## src/aoc_pkg.sv

```systemverilog
// Purpose: Shared constants and types for the analog output channel processing block.
// Assumes: 125 MHz reference clock, four output channels, byte-addressed Avalon-MM map.
// Notes:   Codes run 0 to 4000; the working range is -20 % to 115 % of span.
package aoc_pkg;

	// ----------------------------------------------------------------
	// Timing
	// ----------------------------------------------------------------
	localparam int CLK_KHZ         = 125000;
	localparam int CONV_PERIOD_MS  = 100;
	localparam int CONV_PERIOD_CYC = CONV_PERIOD_MS * CLK_KHZ;
	localparam int PER_W           = 24;

	// ----------------------------------------------------------------
	// Code scaling
	// ----------------------------------------------------------------
	localparam int                 NUM_CH     = 4;
	localparam logic signed [16:0] CODE_MIN   = 17'sh00000;
	localparam logic signed [16:0] CODE_MAX   = 17'sh00FA0;
	localparam logic signed [16:0] OUT_MIN    = -17'sh00320;
	localparam logic signed [16:0] OUT_MAX    = 17'sh011F8;
	localparam logic        [15:0] SPAN_ONE   = 16'h1000;
	localparam int                 SPAN_SHIFT = 12;
	localparam int                 DAC_W      = 13;
	localparam int                 MEAS_W     = 12;

	// Loop break threshold in microamps, mapped onto the code scale.
	localparam int LOOP_ZERO_UA  = 4000;
	localparam int LOOP_SPAN_UA  = 16000;
	localparam int LOOP_BRK_UA   = 500;
	localparam int LOOP_BRK_CODE = -((LOOP_ZERO_UA - LOOP_BRK_UA) * 4000 / LOOP_SPAN_UA);

	// ----------------------------------------------------------------
	// Per-channel configuration fields
	// ----------------------------------------------------------------
	localparam logic [2:0] FLD_SET    = 3'h0;
	localparam logic [2:0] FLD_PRESET = 3'h1;
	localparam logic [2:0] FLD_POS    = 3'h2;
	localparam logic [2:0] FLD_NEG    = 3'h3;
	localparam logic [2:0] FLD_ZERO   = 3'h4;
	localparam logic [2:0] FLD_SPAN   = 3'h5;
	localparam logic [2:0] FLD_HI     = 3'h6;
	localparam logic [2:0] FLD_LO     = 3'h7;
	localparam int         NUM_FLD    = 8;

	// ----------------------------------------------------------------
	// Register map (byte addresses)
	// ----------------------------------------------------------------
	localparam logic [7:0] ADDR_RAM_END = 8'h80;
	localparam logic [7:0] ADDR_CTRL    = 8'h80;
	localparam logic [7:0] ADDR_STATUS  = 8'h84;
	localparam logic [7:0] ADDR_MASK    = 8'h88;
	localparam logic [7:0] ADDR_BREAK   = 8'h8C;
	localparam logic [7:0] ADDR_ANS0    = 8'h90;
	localparam logic [7:0] ADDR_ANS3    = 8'h9C;
	localparam int         CTRL_MODE_LSB = 0;
	localparam int         CTRL_HSEL_LSB = 4;
	localparam int         CTRL_OFF_BIT  = 8;
	localparam int         CTRL_W        = 9;

	// ----------------------------------------------------------------
	// State types
	// ----------------------------------------------------------------
	typedef enum logic [7:0] {
		E_IDLE  = 8'h01,
		E_FETCH = 8'h02,
		E_LOAD  = 8'h04,
		E_HOLD  = 8'h08,
		E_RATE  = 8'h10,
		E_ZS    = 8'h20,
		E_LIM   = 8'h40,
		E_OUT   = 8'h80
	} aoc_eng_t;

	typedef enum logic [2:0] {
		B_IDLE = 3'h1,
		B_ACT  = 3'h2,
		B_DONE = 3'h4
	} aoc_bus_t;

endpackage

```

## src/aoc_cfg_ram.sv

```systemverilog
// Purpose: Configuration word store, one write/read port and one read port.
// Assumes: Single clock; both read ports return data one cycle after the address.
// Notes:   Contents are not reset; the owner sweeps defaults in after reset.
`timescale 1ns/1ns
module aoc_cfg_ram (
	input  wire  logic        ref_clk_i,
	input  wire  logic        a_we_i,
	input  wire  logic [4:0]  a_addr_i,
	input  wire  logic [15:0] a_wdata_i,
	output logic       [15:0] a_rdata_o,
	input  wire  logic [4:0]  b_addr_i,
	output logic       [15:0] b_rdata_o
);

	logic [15:0] mem_q [0:31];

	always_ff @(posedge ref_clk_i) begin
		if (a_we_i) begin
			mem_q[a_addr_i] <= a_wdata_i;
		end
		a_rdata_o <= mem_q[a_addr_i];
		b_rdata_o <= mem_q[b_addr_i];
	end

endmodule

```

## src/aoc_top.sv

```systemverilog
// Purpose: Four-channel analog output processing with converter drive and answer readback.
// Assumes: Avalon-MM slave with waitrequest; external converter and measuring ADC.
// Notes:   One pass over all channels per conversion period.
//
// Overview of operation
// - Set values are codes 0 to 4000, fixed scaling.
// - Hold, rate limit, zero/span, clamp in order.
// - Converter resolves span into 4000 code steps.
// - All four channels updated every 100 ms.
// - Answer code reports measured output, half resolution.
// - Current mode flags loop break at 0.5 mA.
// - Separate rise and fall step limits per period.
// - Output clamped between low and high limits.
// - Four channels, each current or voltage mode.
// - Processor fault or outputs-off selects hold value.
`timescale 1ns/1ns
module aoc_top #(
	parameter int CONV_CYC = aoc_pkg::CONV_PERIOD_CYC
) (
	input  wire  logic                             ref_clk_i,
	input  wire  logic                             rst_i,
	input  wire  logic        [7:0]                avs_address_i,
	input  wire  logic                             avs_read_i,
	input  wire  logic                             avs_write_i,
	input  wire  logic        [31:0]               avs_writedata_i,
	output logic              [31:0]               avs_readdata_o,
	output logic                                   avs_waitrequest_o,
	input  wire  logic                             cpu_fatal_i,
	input  wire  logic                             cpu_err_i,
	input  wire  logic signed [aoc_pkg::MEAS_W-1:0] meas_i,
	output logic              [1:0]                meas_ch_o,
	output logic              [aoc_pkg::DAC_W-1:0] dac_code_o,
	output logic              [1:0]                dac_ch_o,
	output logic                                   dac_load_o,
	output logic              [3:0]                out_mode_o,
	output logic                                   irq_o
);

	// ----------------------------------------------------------------
	// Helper functions
	// ----------------------------------------------------------------
	function automatic logic signed [16:0] clip(input logic signed [33:0] x,
		input logic signed [16:0] lo, input logic signed [16:0] hi);
		logic signed [16:0] r;
		r = 17'(x);
		if (x > 34'(hi)) begin
			r = hi;
		end else if (x < 34'(lo)) begin
			r = lo;
		end
		return r;
	endfunction

	function automatic logic [15:0] cfg_default(input logic [2:0] fld);
		logic [15:0] r;
		r = 16'h0000;
		if (fld == aoc_pkg::FLD_SPAN) begin
			r = aoc_pkg::SPAN_ONE;
		end else if (fld == aoc_pkg::FLD_HI) begin
			r = aoc_pkg::CODE_MAX[15:0];
		end
		return r;
	endfunction

	// ----------------------------------------------------------------
	// Declarations
	// ----------------------------------------------------------------
	aoc_pkg::aoc_bus_t          bus_q;
	aoc_pkg::aoc_eng_t          eng_q;
	logic [5:0]                 init_q;
	logic                       init_busy;
	logic                       fatal_s1_q, fatal_s2_q, err_s1_q, err_s2_q;
	logic signed [aoc_pkg::MEAS_W-1:0] meas_s1_q, meas_s2_q;
	logic [aoc_pkg::CTRL_W-1:0] ctrl_q;
	logic [3:0]                 status_q, status_d, mask_q, brk_q, brk_set;
	logic [15:0]                ans_q [0:3];
	logic signed [16:0]         prev_q [0:3];
	logic [15:0]                cfg_q [0:aoc_pkg::NUM_FLD-1];
	logic signed [16:0]         work_q;
	logic [1:0]                 ch_q;
	logic [2:0]                 fld_q;
	logic [aoc_pkg::PER_W-1:0]  per_q;
	logic                       tick_q;
	logic                       ram_we, ram_hit, bus_rd, bus_wr, hold_on;
	logic [4:0]                 ram_a_addr;
	logic [15:0]                ram_wdata, ram_a_rdata, ram_b_rdata, set_wr;
	logic signed [17:0]         delta;
	logic signed [33:0]         zs_prod, zs_sum, meas_x2;
	logic signed [16:0]         pos_lim, neg_lim;

	// ----------------------------------------------------------------
	// Input synchronisers and default sweep
	// ----------------------------------------------------------------
	// The measurement bus is sampled long after its channel is selected, so
	// only settled words pass the two stages.
	always_ff @(posedge ref_clk_i) begin
		fatal_s1_q <= cpu_fatal_i;
		fatal_s2_q <= fatal_s1_q;
		err_s1_q   <= cpu_err_i;
		err_s2_q   <= err_s1_q;
		meas_s1_q  <= meas_i;
		meas_s2_q  <= meas_s1_q;
	end

	always_ff @(posedge ref_clk_i) begin
		if (rst_i) begin
			init_q <= 6'h00;
		end else if (init_busy) begin
			init_q <= init_q + 6'h01;
		end
	end
	assign init_busy = !init_q[5];

	// ----------------------------------------------------------------
	// Avalon-MM slave
	// ----------------------------------------------------------------
	always_ff @(posedge ref_clk_i) begin
		if (rst_i) begin
			bus_q <= aoc_pkg::B_IDLE;
		end else begin
			case (bus_q)
				aoc_pkg::B_IDLE: begin
					if ((avs_read_i || avs_write_i) && !init_busy) begin
						bus_q <= aoc_pkg::B_ACT;
					end
				end
				aoc_pkg::B_ACT:  bus_q <= aoc_pkg::B_DONE;
				default:         bus_q <= aoc_pkg::B_IDLE;
			endcase
		end
	end

	always_ff @(posedge ref_clk_i) begin
		if (rst_i) begin
			avs_waitrequest_o <= 1'b1;
		end else begin
			avs_waitrequest_o <= (bus_q != aoc_pkg::B_ACT);
		end
	end

	assign bus_rd  = (bus_q == aoc_pkg::B_ACT) && avs_read_i;
	// Writes land on the edge at which the master sees waitrequest low, not before.
	assign bus_wr  = (bus_q == aoc_pkg::B_DONE) && avs_write_i;
	assign ram_hit = avs_address_i < aoc_pkg::ADDR_RAM_END;

	// Set values above full scale are held at full scale so the code stays in range.
	assign set_wr = (avs_writedata_i[15:0] > aoc_pkg::CODE_MAX[15:0]) ?
		aoc_pkg::CODE_MAX[15:0] : avs_writedata_i[15:0];

	always_comb begin
		ram_a_addr = avs_address_i[6:2];
		ram_wdata  = avs_writedata_i[15:0];
		ram_we     = bus_wr && ram_hit;
		if (init_busy) begin
			ram_a_addr = init_q[4:0];
			ram_wdata  = cfg_default(init_q[2:0]);
			ram_we     = 1'b1;
		end else if (avs_address_i[4:2] == aoc_pkg::FLD_SET) begin
			ram_wdata = set_wr;
		end
	end

	aoc_cfg_ram i_aoc_cfg_ram (
		.ref_clk_i (ref_clk_i),
		.a_we_i    (ram_we),
		.a_addr_i  (ram_a_addr),
		.a_wdata_i (ram_wdata),
		.a_rdata_o (ram_a_rdata),
		.b_addr_i  ({ch_q, fld_q}),
		.b_rdata_o (ram_b_rdata)
	);

	always_ff @(posedge ref_clk_i) begin
		if (rst_i) begin
			ctrl_q <= '0;
			mask_q <= 4'h0;
		end else if (bus_wr && avs_address_i == aoc_pkg::ADDR_CTRL) begin
			ctrl_q <= avs_writedata_i[aoc_pkg::CTRL_W-1:0];
		end else if (bus_wr && avs_address_i == aoc_pkg::ADDR_MASK) begin
			mask_q <= avs_writedata_i[3:0];
		end
	end

	always_ff @(posedge ref_clk_i) begin
		if (rst_i) begin
			avs_readdata_o <= 32'h0000_0000;
		end else if (bus_rd) begin
			if (ram_hit) begin
				avs_readdata_o <= {16'h0000, ram_a_rdata};
			end else if (avs_address_i == aoc_pkg::ADDR_CTRL) begin
				avs_readdata_o <= 32'(ctrl_q);
			end else if (avs_address_i == aoc_pkg::ADDR_STATUS) begin
				avs_readdata_o <= 32'(status_q);
			end else if (avs_address_i == aoc_pkg::ADDR_MASK) begin
				avs_readdata_o <= 32'(mask_q);
			end else if (avs_address_i == aoc_pkg::ADDR_BREAK) begin
				avs_readdata_o <= 32'(brk_q);
			end else if (avs_address_i >= aoc_pkg::ADDR_ANS0 &&
				avs_address_i <= aoc_pkg::ADDR_ANS3) begin
				avs_readdata_o <= {16'h0000, ans_q[avs_address_i[3:2]]};
			end else begin
				avs_readdata_o <= 32'h0000_0000;
			end
		end
	end

	// ----------------------------------------------------------------
	// Interrupt status
	// ----------------------------------------------------------------
	// A break found in the same cycle as the clearing read stays set.
	always_comb begin
		status_d = status_q;
		if (bus_rd && avs_address_i == aoc_pkg::ADDR_STATUS) begin
			status_d = 4'h0;
		end
		status_d = status_d | brk_set;
	end

	always_ff @(posedge ref_clk_i) begin
		if (rst_i) begin
			status_q <= 4'h0;
			irq_o    <= 1'b0;
		end else begin
			status_q <= status_d;
			irq_o    <= |(status_q & mask_q);
		end
	end

	// ----------------------------------------------------------------
	// Conversion period timer
	// ----------------------------------------------------------------
	always_ff @(posedge ref_clk_i) begin
		if (rst_i) begin
			per_q  <= '0;
			tick_q <= 1'b0;
		end else if (per_q == aoc_pkg::PER_W'(CONV_CYC - 1)) begin
			per_q  <= '0;
			tick_q <= 1'b1;
		end else begin
			per_q  <= per_q + aoc_pkg::PER_W'(1);
			tick_q <= 1'b0;
		end
	end

	// ----------------------------------------------------------------
	// Channel processing datapath
	// ----------------------------------------------------------------
	assign hold_on = fatal_s2_q || err_s2_q || ctrl_q[aoc_pkg::CTRL_OFF_BIT];
	assign delta   = 18'(work_q) - 18'(prev_q[ch_q]);
	assign pos_lim = $signed({1'b0, cfg_q[aoc_pkg::FLD_POS]});
	assign neg_lim = $signed({1'b0, cfg_q[aoc_pkg::FLD_NEG]});
	assign zs_prod = work_q * $signed({1'b0, cfg_q[aoc_pkg::FLD_SPAN]});
	assign zs_sum  = (zs_prod >>> aoc_pkg::SPAN_SHIFT) +
		34'(signed'(cfg_q[aoc_pkg::FLD_ZERO]));
	assign meas_x2 = 34'(meas_s2_q) <<< 1;

	always_ff @(posedge ref_clk_i) begin
		if (rst_i) begin
			eng_q     <= aoc_pkg::E_IDLE;
			ch_q      <= 2'h0;
			fld_q     <= 3'h0;
			work_q    <= '0;
			meas_ch_o <= 2'h0;
		end else begin
			case (eng_q)
				aoc_pkg::E_IDLE: begin
					if (tick_q && !init_busy) begin
						ch_q  <= 2'h0;
						fld_q <= 3'h0;
						eng_q <= aoc_pkg::E_FETCH;
					end
				end
				aoc_pkg::E_FETCH: eng_q <= aoc_pkg::E_LOAD;
				aoc_pkg::E_LOAD: begin
					cfg_q[fld_q] <= ram_b_rdata;
					if (fld_q == 3'h0) begin
						meas_ch_o <= ch_q;
					end
					if (fld_q == 3'(aoc_pkg::NUM_FLD - 1)) begin
						eng_q <= aoc_pkg::E_HOLD;
					end else begin
						fld_q <= fld_q + 3'h1;
						eng_q <= aoc_pkg::E_FETCH;
					end
				end
				aoc_pkg::E_HOLD: begin
					if (!hold_on) begin
						work_q <= $signed({1'b0, cfg_q[aoc_pkg::FLD_SET]});
					end else if (ctrl_q[aoc_pkg::CTRL_HSEL_LSB + int'(ch_q)]) begin
						work_q <= clip(34'($signed({1'b0, cfg_q[aoc_pkg::FLD_PRESET]})),
							aoc_pkg::CODE_MIN, aoc_pkg::CODE_MAX);
					end else begin
						work_q <= prev_q[ch_q];
					end
					eng_q <= aoc_pkg::E_RATE;
				end
				aoc_pkg::E_RATE: begin
					// A zero step limit leaves that direction unlimited.
					if (pos_lim != 17'sh00000 && delta > 18'(pos_lim)) begin
						work_q <= prev_q[ch_q] + pos_lim;
					end else if (neg_lim != 17'sh00000 && -delta > 18'(neg_lim)) begin
						work_q <= prev_q[ch_q] - neg_lim;
					end
					eng_q <= aoc_pkg::E_ZS;
				end
				aoc_pkg::E_ZS: begin
					work_q <= clip(zs_sum, aoc_pkg::OUT_MIN, aoc_pkg::OUT_MAX);
					eng_q  <= aoc_pkg::E_LIM;
				end
				aoc_pkg::E_LIM: begin
					work_q <= clip(34'(clip(34'(work_q),
						17'(signed'(cfg_q[aoc_pkg::FLD_LO])),
						17'(signed'(cfg_q[aoc_pkg::FLD_HI])))),
						aoc_pkg::OUT_MIN, aoc_pkg::OUT_MAX);
					eng_q  <= aoc_pkg::E_OUT;
				end
				aoc_pkg::E_OUT: begin
					fld_q <= 3'h0;
					if (ch_q == 2'(aoc_pkg::NUM_CH - 1)) begin
						eng_q <= aoc_pkg::E_IDLE;
					end else begin
						ch_q  <= ch_q + 2'h1;
						eng_q <= aoc_pkg::E_FETCH;
					end
				end
				default: eng_q <= aoc_pkg::E_IDLE;
			endcase
		end
	end

	// ----------------------------------------------------------------
	// Converter drive, answer readback and loop break
	// ----------------------------------------------------------------
	always_ff @(posedge ref_clk_i) begin
		if (rst_i) begin
			dac_code_o <= '0;
			dac_ch_o   <= 2'h0;
			dac_load_o <= 1'b0;
			brk_q      <= 4'h0;
			for (int i = 0; i < aoc_pkg::NUM_CH; i++) begin
				prev_q[i] <= '0;
				ans_q[i]  <= 16'h0000;
			end
		end else begin
			dac_load_o <= 1'b0;
			if (eng_q == aoc_pkg::E_OUT) begin
				prev_q[ch_q] <= work_q;
				// One converter count per code count, offset for the -20 % floor.
				dac_code_o <= aoc_pkg::DAC_W'(work_q - aoc_pkg::OUT_MIN);
				dac_ch_o   <= ch_q;
				dac_load_o <= 1'b1;
				ans_q[ch_q] <= 16'(clip(meas_x2, aoc_pkg::CODE_MIN, aoc_pkg::CODE_MAX));
				brk_q[ch_q] <= ctrl_q[aoc_pkg::CTRL_MODE_LSB + int'(ch_q)] &&
					(meas_x2 <= 34'(aoc_pkg::LOOP_BRK_CODE));
			end
		end
	end

	always_comb begin
		brk_set = 4'h0;
		if (eng_q == aoc_pkg::E_OUT && ctrl_q[aoc_pkg::CTRL_MODE_LSB + int'(ch_q)] &&
			meas_x2 <= 34'(aoc_pkg::LOOP_BRK_CODE)) begin
			brk_set[ch_q] = 1'b1;
		end
	end

	assign out_mode_o = ctrl_q[aoc_pkg::CTRL_MODE_LSB +: 4];

endmodule

```

## config.mk

```make
export PLATFORM = sky130hd
export DESIGN_NAME = aoc_top
export DESIGN_NICKNAME = d
export VERILOG_FILES = /design/src/aoc_pkg.sv /design/src/aoc_cfg_ram.sv /design/src/aoc_top.sv
export SDC_FILE = /design/constraint.sdc
export NUM_CORES = 2
export LEC_CHECK = 0
export BUFFER_PORTS_ARGS = -buffer_cell sky130_fd_sc_hd__buf_2
export CAP_MARGIN = 20
export CORE_MARGIN = 2
export CORE_UTILIZATION = 40
export CTS_BUF_LIST = sky130_fd_sc_hd__clkbuf_8
export DETAILED_ROUTE_END_ITERATION = 10
export GPL_TIMING_DRIVEN = 1
export PLACE_DENSITY = 0.61
export SLEW_MARGIN = 20
export SYNTH_ARGS = -nofsm -noshare
export SYNTH_HDL_FRONTEND = slang
export SYNTH_SLANG_ARGS = --single-unit
```

## constraint.sdc

```tcl
create_clock -name ref_clk_i -period 13.3 [get_ports ref_clk_i]
set_clock_uncertainty 0.15 [all_clocks]
set_input_delay 0.665 -clock ref_clk_i [delete_from_list [all_inputs] [get_ports ref_clk_i]]
set_output_delay 0.665 -clock ref_clk_i [all_outputs]
set_load 0.02 [all_outputs]
```

==> impl_summary.md <==
Global route
The number of antenna violations at the first check in global routing is 6. The largest net degree at the start of global routing is 131. The wire length of the first global-routing pass is 257,200 um. For this run the aggregate overflow at the end of global routing stands at 0. The number of global-route vias before repair is 39,950. In the global route stage, overall resource usage came out at 24.47%.

Placed design
The HPWL after detailed placement is 114,400 um. Port buffering added 81 buffers. The routability congestion estimate is 0.9165.

Pwr
Cell internal power was estimated by the tool at 4.593 mW. The combinational cell fraction of total power is 6.2%. For this design the static power due to leakage is 24.20 nW. Sequential cells burn 53.5% of the power.

The clock share of power is 40.3%. Dividing total power by cell area gives a power density of 98.62 nW/um^2. In this run switching power makes up 24.53% of total power. Summed over all nets, the switching power comes to 1.493 mW. Across the VDD grid, the largest voltage drop is 0.0001062 V.

Worst hold path
The min-delay analysis places its worst path in the category reg -> reg.

Setup path
The maximum fanout count along the critical path is 20. The critical path is of the reg -> reg type. The cell with the largest stage delay on the worst path is dfxtp_1. The largest stage delay on the critical path is 0.72 ns.

In this design, the critical path's most frequently occurring cell is fa_1. The required arrival time at the worst endpoint is 13.93 ns. The type of element launching the critical path is a flip-flop. Counting both buffers and inverters, the worst setup path holds a total of 5.

Among cell families on the critical path, the largest total delay comes from adder cells. The data arrival time at the worst-slack endpoint is 11.16 ns. The worst setup path is captured at a flip-flop.

Run
The number of violations of the max-capacitance limit is 0.

STA
Timing would allow up to 95.03 MHz. After routing, the total negative slack on setup checks comes to 0 ns. The worst relative slew slack is 26.16%.

Setup repair after global routing left no endpoint under its margin. At the pin with the least slew margin, the transition time is 1.105 ns. The number of slew-limit violations in the final report is 0. Setup violations remaining at the end of the flow were counted as 0. The worst path uses 79.12% of the clock period. The hold violation count in the final report is 0. The final period demand of the worst path is 10.52 ns.

Finish
The filler cell count is 12,810. At the end of the flow the core is filled with cells to 44.39%. The fraction of layout instances using a drive strength above 1 is 13.60%. The area added between synthesis and finish is 10.63%. The most frequent standard cell in the layout excluding fill and tap cells is edfxtp_1.

The library cells used most frequently in the layout, excluding fill and tap cells, are edfxtp_1 (752), inv_1 (491), nand2_1 (419), fa_1 (280), nor2_1 (277). At the end of the flow, the number of nets in the layout was 5,429.

Synth
The share of the Yosys chip area taken by registers is 47.05%. The number of flops mapped to enable cells by yosys is 752. The synthesized netlist occupies a cell area of 55,780 sq um.

The primary flip-flop cell chosen by synthesis mapping is edfxtp_1. The count of cell types in the netlist is 93. After synthesis, the cell types taking the most area are edfxtp_1 (40%), fa_1 (10%), mux4_2 (7.2%). The share of flip-flops with an asynchronous set or reset is 0%.

After synthesis, the mean cell area works out to 11.70 sq um. The synthesized design spends more area on one cell type than any other, namely edfxtp_1. The synthesized instance count is 4,766. The warning count from the yosys run is 0. The area share of the leading cell type in the synthesized netlist is 40.48%. The number of synthesized register bits is 935.

Clocking
The cell chosen for the clock root is clkbuf_8. After clock tree synthesis, the clock-pin slew on the worst setup and hold paths is 0.07 ns. At the later pin of the worst-skew pair, clock insertion delay measures 0.90 ns.

The TritonCTS clock tree is done. In this run the post-CTS setup repair buffer count came out at 0. The clock passes through at most 3 buffers.

CTS built an H-tree with a depth of 4. The number of buffers created by CTS is 148. For this design, the sink count on the clock tree is 935.

Route
After detailed routing, the number of vias per cell comes to 5.865. For this block, the initial DRC count from the detailed router was 4,422. The first detailed-routing pass took 6 iterations.

After detailed routing, the number of remaining DRC violations is 0. The average wire length per cell after detail routing is 25.35 um. The routed design has 174,000 um of wire. Once detail routing completed, the nets flagged for antenna violations numbered 0. For this block, the via count after detailed routing is 40,260.

Floorplanning
The die footprint is 142,500 sq um. The floorplan step set the die width to 377.4 um. In this run the vertical extent of the chip is 377.4 um. The core outline area is 139,000 sq um. Pin placement for this block handled 114 I/O pins. The initial core utilization is 40.13%. In this run the core area contains 137 standard-cell rows.

Outcome
The run finished with clean final reports.
-- registers in the layout, summed over array words and instances (netlist names), 12 cells and up, named ones only --
signal and cells:
cfg_q 128, i_aoc_cfg_ram.a_rdata_o 16, dac_code_o 13, work_q 17, i_aoc_cfg_ram.b_rdata_o 16, per_q 24, meas_s2_q 12, ans_q 44
i_aoc_cfg_ram.mem_q 512, prev_q 68, meas_s1_q 12, avs_readdata_o 16
-- metal layers --
metal	vias to the layer above	part of all wire [%]	GRT usage, %
met5	-	0	0
li1	17460	-	-
met4	0	4.5	10.85
met1	20250	40	32.94
met3	441	9.7	4.539
met2	2111	46	38.59
-- cells in the mapped netlist (19+ instances only) --
| library cell | n |
|---|---|
| a211oi_1 | 34 |
| a21o_1 | 36 |
| a21oi_1 | 217 |
| a221oi_1 | 49 |
| a22oi_1 | 132 |
| a31oi_1 | 30 |
| and2_1 | 188 |
| and3_1 | 53 |
| buf_1 | 33 |
| buf_4 | 20 |
| clkbuf_1 | 214 |
| dfxtp_1 | 183 |
| edfxtp_1 | 752 |
| fa_1 | 280 |
| ha_1 | 222 |
| inv_1 | 448 |
| mux2_2 | 19 |
| mux2i_1 | 64 |
| mux4_2 | 179 |
| nand2_1 | 421 |
| nand2b_1 | 28 |
| nand3_1 | 103 |
| nand4_1 | 39 |
| nor2_1 | 318 |
| nor2b_1 | 24 |
| nor3_1 | 71 |
| nor4_1 | 21 |
| o211ai_1 | 22 |
| o21a_1 | 34 |
| o21ai_0 | 159 |
| xnor2_1 | 68 |
| xor2_1 | 44 |
-- power by group through the flow --
stage	logic [mW]	clock network, mW	registers [mW]
floorplan	0.237	0	3.28
detailed placement	0.361	0	3.32
global placement	0.360	0	3.32
finish	0.375	2.45	3.26
CTS	0.369	2.48	3.26
global route	0.395	2.61	3.26
-- per-stage QoR --
stage | cell area, sq um | std cells | total power [mW] | setup WS (ns) | hold WS (ns)
floorplan | 55840 | 4781 | 3.518 | 3.986 | 0.1596
global placement | 58530 | 6568 | 3.676 | 2.937 | 0.1625
detailed placement | 58540 | 6568 | 3.679 | 2.889 | 0.1621
CTS | 61700 | 6860 | 6.109 | 2.852 | 0.1754
global route | 61710 | 6861 | 6.266 | 2.151 | 0.1854
finish | 61720 | 6864 | 6.086 | 2.777 | 0.1770
-- layout make-up --
type                            instances  area [sq um]  share of cell area [%]
Multi-Input combinational cell       3124         27060                   43.85
Sequential cell                       935         26260                   42.55
Tap cell                             1876          2347                   3.803
Clock buffer                          163          2243                   3.635
Inverter                              450          1689                   2.737
Timing Repair Buffer                  210          1456                   2.360
Clock inverter                        102         646.9                   1.048
Antenna cell                            4         10.01                 0.01622
-- worst reg2reg max path: cells and delay by family (launching register included) --
family                     cells  cell delay (ns)
DFF                            1             0.72
buffers and inverters          5             0.68
and+or+nand+nor                8             1.77
AOI/OAI and AO/OA             14             3.41
adders and majority gates      8             3.54
xor gates and xnor gates       1             0.16
-- repair_timing --
| action | 4_1_cts | 5_1_grt |
|---|---|---|
| hold buffers | 27 | 0 |
| hold endpoints to repair | 37 | 0 |
| resized for setup | 0 | 0 |
-- logic make-up after synthesis --
logic type	count (synthesis)	share of synthesized area, %
mux	262	8.759
xor+xnor	113	1.808
buf+inv	722	5.042
simple gates	1354	11.76
flops	935	47.05
fa+ha+maj	502	15.03
other cells	1	0.006722
compound gates	877	10.55
-- path summary, 6_finish.rpt --
| check | start | end | slack (ns) | cells after the start |
|---|---|---|---|---|
| setup / recovery | work_q[9] | work_q[1] | 2.78 | 36 |
| hold / removal | meas_s1_q[3] | meas_s2_q[3] | 0.18 | 0 |
| setup reg to reg | work_q[9] | work_q[1] | 2.78 | 36 |
| hold reg to reg | meas_s1_q[3] | meas_s2_q[3] | 0.18 | 0 |
Power figures use the tool's default switching activity.
